<file path="src/design/dsp_pkg.sv">
// Constants and types of the converter serial control port
//
// Contract
// - 24-bit frames, most significant bit first
// - Flag, unused, select, 12 data, unused
// - Sample input on falling clock, select low
// - Select high: ignore clock, output released
// - Select rising decodes and writes register
// - Under 24 edges: frame discarded
// - Over 24 edges: last 24 bits used
// - Output driven only when disable bit clear
// - Mode bit picks normal or pass-through
// - Normal: bits emerge delayed 24 clocks
// - Pass-through routes input to output directly
// - Wake pin low clears pass-through bit
// - Wake-by-select: at most one edge wakes
// - Flag one: read request, select source
// - Next frame shifts selected register out
// - Flag zero: write data to selected register
// - Unused bits ignored, read back zero
// - Load strobe low updates all latches
// - Straps caught at power-on, select high
// - Reset pin low disables the port
package dsp_pkg;
  localparam int FRAME_BITS = 24;
  localparam int ADDR_W     = 5;
  localparam int DATA_W     = 12;
  localparam int RW_BIT     = 23;
  localparam int ADDR_HI    = 20;
  localparam int ADDR_LO    = 16;
  localparam int DATA_HI    = 15;
  localparam int DATA_LO    = 4;
  localparam int CNT_W      = 5;
  localparam logic [CNT_W-1:0] CNT_FULL  = 5'h18;
  localparam logic [CNT_W-1:0] CNT_SAT   = 5'h1f;
  localparam logic [CNT_W-1:0] WAKE_MAX  = 5'h01;
  localparam logic [ADDR_W-1:0] CFG_ADDR  = 5'h00;
  localparam logic [ADDR_W-1:0] MODE_ADDR = 5'h06;
  localparam int CFG_SERIAL_OUT_DISABLE_BIT   = 6;
  localparam int CFG_W2_BIT     = 4;
  localparam int CFG_UNUSED_BIT = 9;
  localparam int MODE_SLEEP_BIT = 15;
  localparam logic [DATA_W-1:0] REG_RESET = 12'h000;
  localparam logic [2:0] STRAP_WAIT = 3'h5;
  localparam int FIFO_DEPTH = 4;
  localparam int WORD_W     = ADDR_W + DATA_W;

  typedef enum logic [2:0] {
    ST_BOOT  = 3'b001,
    ST_IDLE  = 3'b010,
    ST_FRAME = 3'b100
  } dsp_state_t;
endpackage

</file>
<file path="src/design/dsp_sync.sv">
// Three-stage pin synchroniser with agreement filter
`timescale 1ns/1ns
module dsp_sync #(
  parameter int               WIDTH     = 1,
  parameter logic [WIDTH-1:0] RESET_VAL = '0
) (
  // Clock and reset
  input  wire logic             clk,
  input  wire logic             rst_n,
  // Pin side and clean level
  input  wire logic [WIDTH-1:0] pin_in,
  output      logic [WIDTH-1:0] level_out
);
  logic [WIDTH-1:0] s1_reg;
  logic [WIDTH-1:0] s2_reg;
  logic [WIDTH-1:0] s3_reg;
  logic [WIDTH-1:0] agree;
  logic [WIDTH-1:0] level_next;

  assign agree      = ~(s2_reg ^ s3_reg);
  assign level_next = (agree & s3_reg) | (~agree & level_out);

  always_ff @(posedge clk) begin
    if (!rst_n) begin
      s1_reg    <= RESET_VAL;
      s2_reg    <= RESET_VAL;
      s3_reg    <= RESET_VAL;
      level_out <= RESET_VAL;
    end else begin
      s1_reg    <= pin_in;
      s2_reg    <= s1_reg;
      s3_reg    <= s2_reg;
      level_out <= level_next;
    end
  end
endmodule // dsp_sync

</file>
<file path="src/design/dsp_fifo.sv">
// Shifting FIFO whose head sits in flip-flops
`timescale 1ns/1ns
module dsp_fifo #(
  parameter int WIDTH = 17,
  parameter int DEPTH = 4
) (
  // Clock and reset
  input  wire logic             clk,
  input  wire logic             rst_n,
  // Fill side
  input  wire logic             in_valid,
  output      logic             in_ready,
  input  wire logic [WIDTH-1:0] in_data,
  // Drain side
  output      logic             out_valid,
  input  wire logic             out_ready,
  output      logic [WIDTH-1:0] out_data
);
  logic [WIDTH-1:0] mem_reg [DEPTH];
  logic [DEPTH-1:0] vld_reg;
  logic [DEPTH-1:0] vld_shift;
  logic [DEPTH-1:0] slot;
  logic             pop;
  logic             push;

  assign pop       = vld_reg[0] & out_ready;
  assign in_ready  = ~vld_reg[DEPTH-1];
  assign push      = in_valid & in_ready;
  assign vld_shift = pop ? (vld_reg >> 1) : vld_reg;
  assign slot      = ~vld_shift & {vld_shift[DEPTH-2:0], 1'b1};
  assign out_valid = vld_reg[0];
  assign out_data  = mem_reg[0];

  always_ff @(posedge clk) begin
    if (!rst_n) begin
      vld_reg <= '0;
    end else begin
      vld_reg <= vld_shift | (push ? slot : '0);
    end
  end

  always_ff @(posedge clk) begin
    for (int i = 0; i < DEPTH; i++) begin
      if (push && slot[i]) begin
        mem_reg[i] <= in_data;
      end else if (pop && i < DEPTH - 1) begin
        mem_reg[i] <= mem_reg[i+1];
      end
    end
  end
endmodule // dsp_fifo

</file>
<file path="src/design/dsp_port.sv">
// Serial control port: shifting, decode, daisy chain, sleep, read-back
`timescale 1ns/1ns
module dsp_port #(
  parameter int ADDR_W = dsp_pkg::ADDR_W,
  parameter int DATA_W = dsp_pkg::DATA_W,
  parameter int DEPTH  = dsp_pkg::FIFO_DEPTH
) (
  // Clock and hardware reset pin
  input  wire logic              clk,
  input  wire logic              rst_n,
  // Serial pins
  input  wire logic              cs_n,
  input  wire logic              sclk,
  input  wire logic              sdi,
  output      logic              sdo,
  output      logic              sdo_oe,
  // Control pins
  input  wire logic              wake_pin_n,
  input  wire logic              load_outputs_n,
  input  wire logic              reset_value_select,
  // Written words toward the register bank
  output      logic              wr_valid,
  input  wire logic              wr_ready,
  output      logic [ADDR_W-1:0] wr_addr,
  output      logic [DATA_W-1:0] wr_data,
  // Status
  output      logic              load_pulse,
  output      logic              strap_value,
  output      logic              port_ready,
  output      logic              sleep_mode,
  output      logic              serial_out_disable,
  output      logic              wake_by_select_enable,
  output      logic              overrun
);
  localparam int FB = dsp_pkg::FRAME_BITS;
  localparam int WW = ADDR_W + DATA_W;

  // Clean pin levels
  logic cs_s, sclk_s, sdi_s, wake_s, ld_s, strap_s;
  logic [5:0] pins_s;

  // Idle pin levels, so that no false edge follows reset
  dsp_sync #(.WIDTH(6), .RESET_VAL(6'h1b)) u_sync (
    .clk       (clk),
    .rst_n     (rst_n),
    .pin_in    ({reset_value_select, load_outputs_n, wake_pin_n, sdi,
                 sclk, cs_n}),
    .level_out (pins_s)
  );
  assign {strap_s, ld_s, wake_s, sdi_s, sclk_s, cs_s} = {pins_s[5:1],
                                                        pins_s[0]};

  // State
  dsp_pkg::dsp_state_t    state_reg, state_next;
  logic                   sclk_prev_reg, cs_prev_reg, ld_prev_reg;
  logic [FB-1:0]          shift_reg, shift_next;
  logic [dsp_pkg::CNT_W-1:0] cnt_reg, cnt_next;
  logic [DATA_W-1:0]      regs_reg [2**ADDR_W];
  logic [ADDR_W-1:0]      rb_addr_reg;
  logic                   rb_pend_reg;
  logic [2:0]             boot_cnt_reg;
  logic                   sdo_next, oe_next;

  // Edges and decoded frame fields
  logic              sclk_fall, sclk_rise, cs_fall, cs_rise, ld_fall;
  logic              in_frame, frame_full, frame_short, is_read;
  logic              commit, write_ok, read_ok, wake_sel, fifo_ready;
  logic              wake_force;
  logic [ADDR_W-1:0] f_addr;
  logic [DATA_W-1:0] f_data, f_masked;
  logic [FB-1:0]     rb_word;

  // Clears the positions that hold no stored bit
  function automatic logic [DATA_W-1:0] keep_mask(
      input logic [ADDR_W-1:0] a, input logic [DATA_W-1:0] d);
    logic [DATA_W-1:0] m;
    m = '1;
    if (a == dsp_pkg::CFG_ADDR) begin
      m[dsp_pkg::CFG_UNUSED_BIT-dsp_pkg::DATA_LO] = 1'b0;
    end
    if (a == dsp_pkg::MODE_ADDR) begin
      m = '0;
      m[dsp_pkg::MODE_SLEEP_BIT-dsp_pkg::DATA_LO] = 1'b1;
    end
    return d & m;
  endfunction

  assign sclk_fall   = sclk_prev_reg & ~sclk_s;
  assign sclk_rise   = ~sclk_prev_reg & sclk_s;
  assign cs_fall     = cs_prev_reg & ~cs_s;
  assign cs_rise     = ~cs_prev_reg & cs_s;
  assign ld_fall     = ld_prev_reg & ~ld_s;
  assign in_frame    = (state_reg == dsp_pkg::ST_FRAME);
  assign frame_full  = cnt_reg >= dsp_pkg::CNT_FULL;
  assign frame_short = ~frame_full;
  // Outside sleep, the low 24 bits hold the most recent 24 samples once 24 edges have come
  assign is_read     = shift_reg[dsp_pkg::RW_BIT];
  assign f_addr      = shift_reg[dsp_pkg::ADDR_HI:dsp_pkg::ADDR_LO];
  assign f_data      = shift_reg[dsp_pkg::DATA_HI:dsp_pkg::DATA_LO];
  assign f_masked    = keep_mask(f_addr, f_data);
  assign commit      = in_frame & cs_rise & frame_full & ~sleep_mode;
  assign read_ok     = commit & is_read;
  assign write_ok    = commit & ~is_read & fifo_ready;
  assign wake_sel    = in_frame & cs_rise & sleep_mode &
                       wake_by_select_enable &
                       (cnt_reg <= dsp_pkg::WAKE_MAX);
  assign wake_force  = ~wake_s;
  assign rb_word     = {1'b0, 2'b00, rb_addr_reg, regs_reg[rb_addr_reg],
                        4'h0};

  // Frame state: boot waits for straps, then frames follow select
  always_comb begin
    state_next = state_reg;
    case (state_reg)
      dsp_pkg::ST_BOOT: begin
        if (boot_cnt_reg == dsp_pkg::STRAP_WAIT && cs_s) begin
          state_next = dsp_pkg::ST_IDLE;
        end
      end
      dsp_pkg::ST_IDLE: begin
        if (cs_fall) begin
          state_next = dsp_pkg::ST_FRAME;
        end
      end
      dsp_pkg::ST_FRAME: begin
        if (cs_rise) begin
          state_next = dsp_pkg::ST_IDLE;
        end
      end
      default: state_next = dsp_pkg::ST_BOOT;
    endcase
  end

  // Shift register and edge counter
  always_comb begin
    shift_next = shift_reg;
    cnt_next   = cnt_reg;
    if (state_reg == dsp_pkg::ST_IDLE && cs_fall) begin
      cnt_next = '0;
      if (rb_pend_reg) begin
        shift_next = rb_word;
      end
    end else if (in_frame && sclk_fall) begin
      if (cnt_reg != dsp_pkg::CNT_SAT) begin
        cnt_next = cnt_reg + 1'b1;
      end
      if (!sleep_mode) begin
        shift_next = {shift_reg[FB-2:0], sdi_s};
      end
    end
  end

  // Serial output data and enable
  always_comb begin
    sdo_next = sdo;
    if (state_reg == dsp_pkg::ST_IDLE && cs_fall) begin
      sdo_next = shift_next[FB-1];
    end else if (in_frame && sleep_mode) begin
      sdo_next = sdi_s;
    end else if (in_frame && sclk_rise) begin
      sdo_next = shift_reg[FB-1];
    end
  end
  assign oe_next = ~cs_s & ~serial_out_disable &
                   (state_reg != dsp_pkg::ST_BOOT);

  always_ff @(posedge clk) begin
    if (!rst_n) begin
      state_reg     <= dsp_pkg::ST_BOOT;
      sclk_prev_reg <= 1'b1;
      cs_prev_reg   <= 1'b1;
      ld_prev_reg   <= 1'b1;
      shift_reg     <= '0;
      cnt_reg       <= '0;
      sdo           <= 1'b0;
      sdo_oe        <= 1'b0;
      boot_cnt_reg  <= '0;
    end else begin
      state_reg     <= state_next;
      sclk_prev_reg <= sclk_s;
      cs_prev_reg   <= cs_s;
      ld_prev_reg   <= ld_s;
      shift_reg     <= shift_next;
      cnt_reg       <= cnt_next;
      sdo           <= sdo_next;
      sdo_oe        <= oe_next;
      if (boot_cnt_reg != dsp_pkg::STRAP_WAIT) begin
        boot_cnt_reg <= boot_cnt_reg + 1'b1;
      end
    end
  end

  // Straps are caught once, after the synchroniser has settled
  always_ff @(posedge clk) begin
    if (!rst_n) begin
      strap_value <= 1'b0;
      port_ready  <= 1'b0;
    end else if (state_reg == dsp_pkg::ST_BOOT &&
                 state_next == dsp_pkg::ST_IDLE) begin
      strap_value <= strap_s;
      port_ready  <= 1'b1;
    end
  end

  // Configuration bits, read-back request and stored register images
  always_ff @(posedge clk) begin
    if (!rst_n) begin
      serial_out_disable    <= 1'b0;
      wake_by_select_enable <= 1'b0;
      sleep_mode            <= 1'b0;
      rb_addr_reg           <= '0;
      rb_pend_reg           <= 1'b0;
      load_pulse            <= 1'b0;
      overrun               <= 1'b0;
      for (int i = 0; i < 2**ADDR_W; i++) begin
        regs_reg[i] <= dsp_pkg::REG_RESET;
      end
    end else begin
      load_pulse <= ld_fall;
      overrun    <= commit & ~is_read & ~fifo_ready;
      if (state_reg == dsp_pkg::ST_IDLE && cs_fall) begin
        rb_pend_reg <= 1'b0;
      end
      if (read_ok) begin
        rb_addr_reg <= f_addr;
        rb_pend_reg <= 1'b1;
      end
      if (write_ok) begin
        regs_reg[f_addr] <= f_masked;
        if (f_addr == dsp_pkg::CFG_ADDR) begin
          serial_out_disable    <= shift_reg[dsp_pkg::CFG_SERIAL_OUT_DISABLE_BIT];
          wake_by_select_enable <= shift_reg[dsp_pkg::CFG_W2_BIT];
        end
      end
      if (wake_force || wake_sel) begin
        sleep_mode <= 1'b0;
      end else if (write_ok && f_addr == dsp_pkg::MODE_ADDR) begin
        sleep_mode <= shift_reg[dsp_pkg::MODE_SLEEP_BIT];
      end
    end
  end

  // Written words queue toward the register bank
  dsp_fifo #(.WIDTH(WW), .DEPTH(DEPTH)) u_fifo (
    .clk       (clk),
    .rst_n     (rst_n),
    .in_valid  (write_ok),
    .in_ready  (fifo_ready),
    .in_data   ({f_addr, f_masked}),
    .out_valid (wr_valid),
    .out_ready (wr_ready),
    .out_data  ({wr_addr, wr_data})
  );
endmodule // dsp_port

</file>
<file path="config.mk">
export PLATFORM = sky130hd
export DESIGN_NAME = dsp_port
export DESIGN_NICKNAME = d
export VERILOG_FILES = /design/src/design/dsp_pkg.sv /design/src/design/dsp_sync.sv /design/src/design/dsp_fifo.sv /design/src/design/dsp_port.sv
export SDC_FILE = /design/constraint.sdc
export NUM_CORES = 1
export LEC_CHECK = 0
export ABC_AREA = 1
export CAP_MARGIN = 20
export CORE_ASPECT_RATIO = 1.75
export CORE_MARGIN = 10
export CORE_UTILIZATION = 41
export CTS_BUF_LIST = sky130_fd_sc_hd__clkbuf_4 sky130_fd_sc_hd__clkbuf_8 sky130_fd_sc_hd__clkbuf_16
export DETAILED_ROUTE_END_ITERATION = 10
export DONT_BUFFER_PORTS = 1
export GPL_TIMING_DRIVEN = 0
export PLACE_DENSITY = 0.69
export REMOVE_ABC_BUFFERS = 1
export SYNTH_ARGS = -nofsm -noshare
export SYNTH_HDL_FRONTEND = slang
export SYNTH_HIERARCHICAL = 1
export SYNTH_SLANG_ARGS = --single-unit
</file>
<file path="constraint.sdc">
create_clock -name clk -period 2.3 [get_ports clk]
set_input_delay 0.46 -clock clk [delete_from_list [all_inputs] [get_ports clk]]
set_output_delay 0.46 -clock clk [all_outputs]
set_load 0.05 [all_outputs]
</file>
==> results.md <==
* Status: finished with violations
* Failing checks: negative setup slack
* Crit path DAT at 2640 ps
* # setup viols final at 37
* Critical-path maximum fanout at 14
* Net Switching at slightly below 4 mW
* Max-cap violations at 0
* Multi-input gate area at 8320 um^2
* Final Hold Viols at 0
* Synth top area share at 57.7%
* Total power draw at 19.2 mW
* Max Freq at ~430 MHz
* Vias per inst at 5.38
* Sequential share of the synthesized area at 65.1%
* CTS Buffer Depth at 3
* Clk_skew at 32.7 ps
* Number of global-route vias before repair at 17226
* Register bit total from synthesis at 538
* Max VDD drop at 523 uV
* Clk_lat worst skew at 590 ps
* Vias at 17597
* Fin nets at 2487
* Average instance area after synthesis at 9.44 um^2
* Overflow after GRT at 0
* FF+latch area at 15300 um^2
* Final worst slack at -48.6 ps
* Comb power frac at between 2 and 3%
* Count of input and output buffers at 0
* Largest net degree at the start of global routing at 94
* Most frequent cells in the layout: nand2_1, edfxtp_1, nor2_1
* Drt pass-1 iters at 6
* Post-DP HPWL at roughly 39000 um
* Min cycle time layout at 2350 ps
* CP Capture Type: flop
* Largest area contributor in the netlist: edfxtp_1
* Initial Util at 41.2%
* Final wirelength at roughly 64000 um
* CTS tree: built
* Clock sinks at roughly 540
* Tot GR Track Use at roughly 18%
* Core area at 57000 um^2
* P_leak at 10.1 nW
* Post-DR wirelength/cell at 19.7 um
* Worst reg2reg setup slack at -50 ps
* Setup CP Type: flop to flop
* Area grow syn2layout at 18.0%
* Ys Warns at 6
* ANT nets after route at 0
* GPL Wtd Cong at 0.919
* Iter 0 DRT Violations at 1672
* Share of layout cells above drive strength 1 at 12.5%
* Internal at roughly 15 mW
* Initial antenna violation count at 0
* Root buffer cell: clkbuf_16
* Reg clk slew, reported paths at 70 ps
* Pwr/cell area at ~690 nW/um^2
* Placed cell area at 24200 um^2
* Num ports at 36
* RSZ-0062 raised after global routing: yes
* Cells after Synth at roughly 2500
* Row cnt at 116
* H-tree depth at 2
* TritonCTS buffer count at 45
* Max-slew headroom at 28.6%
* Commonest non-fill, non-tap cell in the layout: nand2_1
* Startpoint Class: flop
* First-pass GRT wire length at between 90000 and 100000 um
* Syn Std Cell Area at around 24000 um^2
* Synth top area cells: edfxtp_1, nand2_1, nand3_1, dfxtp_1, nor2_1
* WP data required at 2590 ps
* Clock network power share at roughly 40%
* Chip width at about 200 um
* HP Class: primary input to flop
* Switching Share at a little over 20%
* DRC at 0
* Antenna diode count at 0
* Die Ht at around 340 um
* Sequential power share at 57.2%
* Max reg flops at around 380
* Worst Tran Pin Value at 1070 ps
* Fill cell count at 4944
* Die ar. at 67700 um^2
* Final worst-path cycle share at 102%
* Final instance area at 27700 um^2
* Synth cell types at 37
* Max Slew Vio Count at 0
## worst max-delay path, cell delays in order, from the launching register on
cell     delay, ps
dfxtp_2        350
inv_4           50
or2_4          240
nor2_4         120
nand4_1        130
inv_2          170
nand2_4        120
nor3b_4        290
buf_6          230
nand2_4        170
nand2_4        180
## stage by stage
stage | setup WS, ps | utilization (%) | cells | setup TNS, ps | hold WS (ps)
after floorplan | -6060 | - | 2324 | -122140 | 380
after global placement | -12780 | 41.7 | 3091 | -1053370 | 386
after detailed placement | -1680 | 42.5 | 3109 | -900180 | 392
after CTS | -29.8 | 47.2 | 3239 | -190 | 13.9
after global routing | -105 | 48.6 | 3273 | -7780 | 88.2
final | -48.6 | 48.6 | 3273 | -1210 | 104
## power groups by stage
| stage | Sequential (mW) | Clock, mW | Combinational, mW |
|---|---|---|---|
| after detailed placement | 11.2 | 0 | 0.437 |
| final | 11.0 | 7.73 | 0.505 |
| after CTS | 11.0 | 7.82 | 0.484 |
| after floorplan | 11.2 | 0 | 0.300 |
| after global placement | 11.2 | 0 | 0.422 |
| after global routing | 11.0 | 8.21 | 0.555 |
## cell usage after synthesis
cell	n
conb_1	1
o211ai_1	2
nand3_1	384
or2_1	1
nor3_2	1
nor2_1	420
dfxtp_1	86
ha_1	6
nor2_4	1
o21ai_0	20
o21bai_4	1
nand2_1	720
o31ai_1	1
a21oi_2	1
nor3b_4	1
inv_1	113
buf_8	1
clkinv_1	2
buf_6	5
buf_1	16
nand2_2	9
o22ai_1	15
buf_4	2
or2_2	1
nor2_2	2
o311ai_0	1
inv_2	3
xnor2_1	1
edfxtp_1	452
nand4_1	4
buf_2	7
a31oi_1	5
a21oi_1	40
nor3_1	15
clkbuf_1	147
nand3_2	2
nand2_4	2
## metal layers
layer / share of wire (%) / GRT usage [%] / vias to the layer above / routed length, um
li1: - / - / 8214 / -
met1: 34 / 18.1 / 8424 / 21700
met2: 53 / 33.2 / 750 / 34400
met3: 6.1 / 2.81 / 209 / 3950
met4: 6.8 / 12.2 / 0 / 4350
met5: 0 / 0 / - / 0
## final timing paths
check | depth (start not counted) | to | startpoint
hold / removal | 2 | boot_cnt_reg[1] | rst_n
setup reg to reg | 10 | regs_reg[17][1] | flop
hold reg to reg | 2 | u_sync/s2_reg[1] | u_sync/s1_reg[1]
setup / recovery | 10 | regs_reg[17][1] | flop
## area by class of cell
class,count,share of cell area [%]
inverters,118,1.92
repair buffers,75,4.02
clock inverters,23,0.708
well taps,767,3.46
clock buffers,58,4.63
multi-input cells,1692,30.0
repair inverters,2,0.0812
flip-flops and latches,538,55.2
## repair_timing
item	4_1_cts	5_1_grt
setup buffers	24	20
gates cloned	15	14
resized for setup	184	85
endpoints found under the setup margin	884	633
pin swaps	23	28
hold endpoints to repair	21	0
hold buffers	10	0
## cell families after synthesis
kind of cell | after synthesis | synth area share, %
xor gates and xnor gates | 1 | 0.0373
other | 1 | 0.0160
DFF | 538 | 65.1
AOI/OAI and AO/OA | 86 | 2.06
buffers and inverters | 296 | 5.00
adders and majority gates | 6 | 0.319
and+or+nand+nor | 1563 | 27.5
Note: power is estimated with default switching activity, not from simulation.
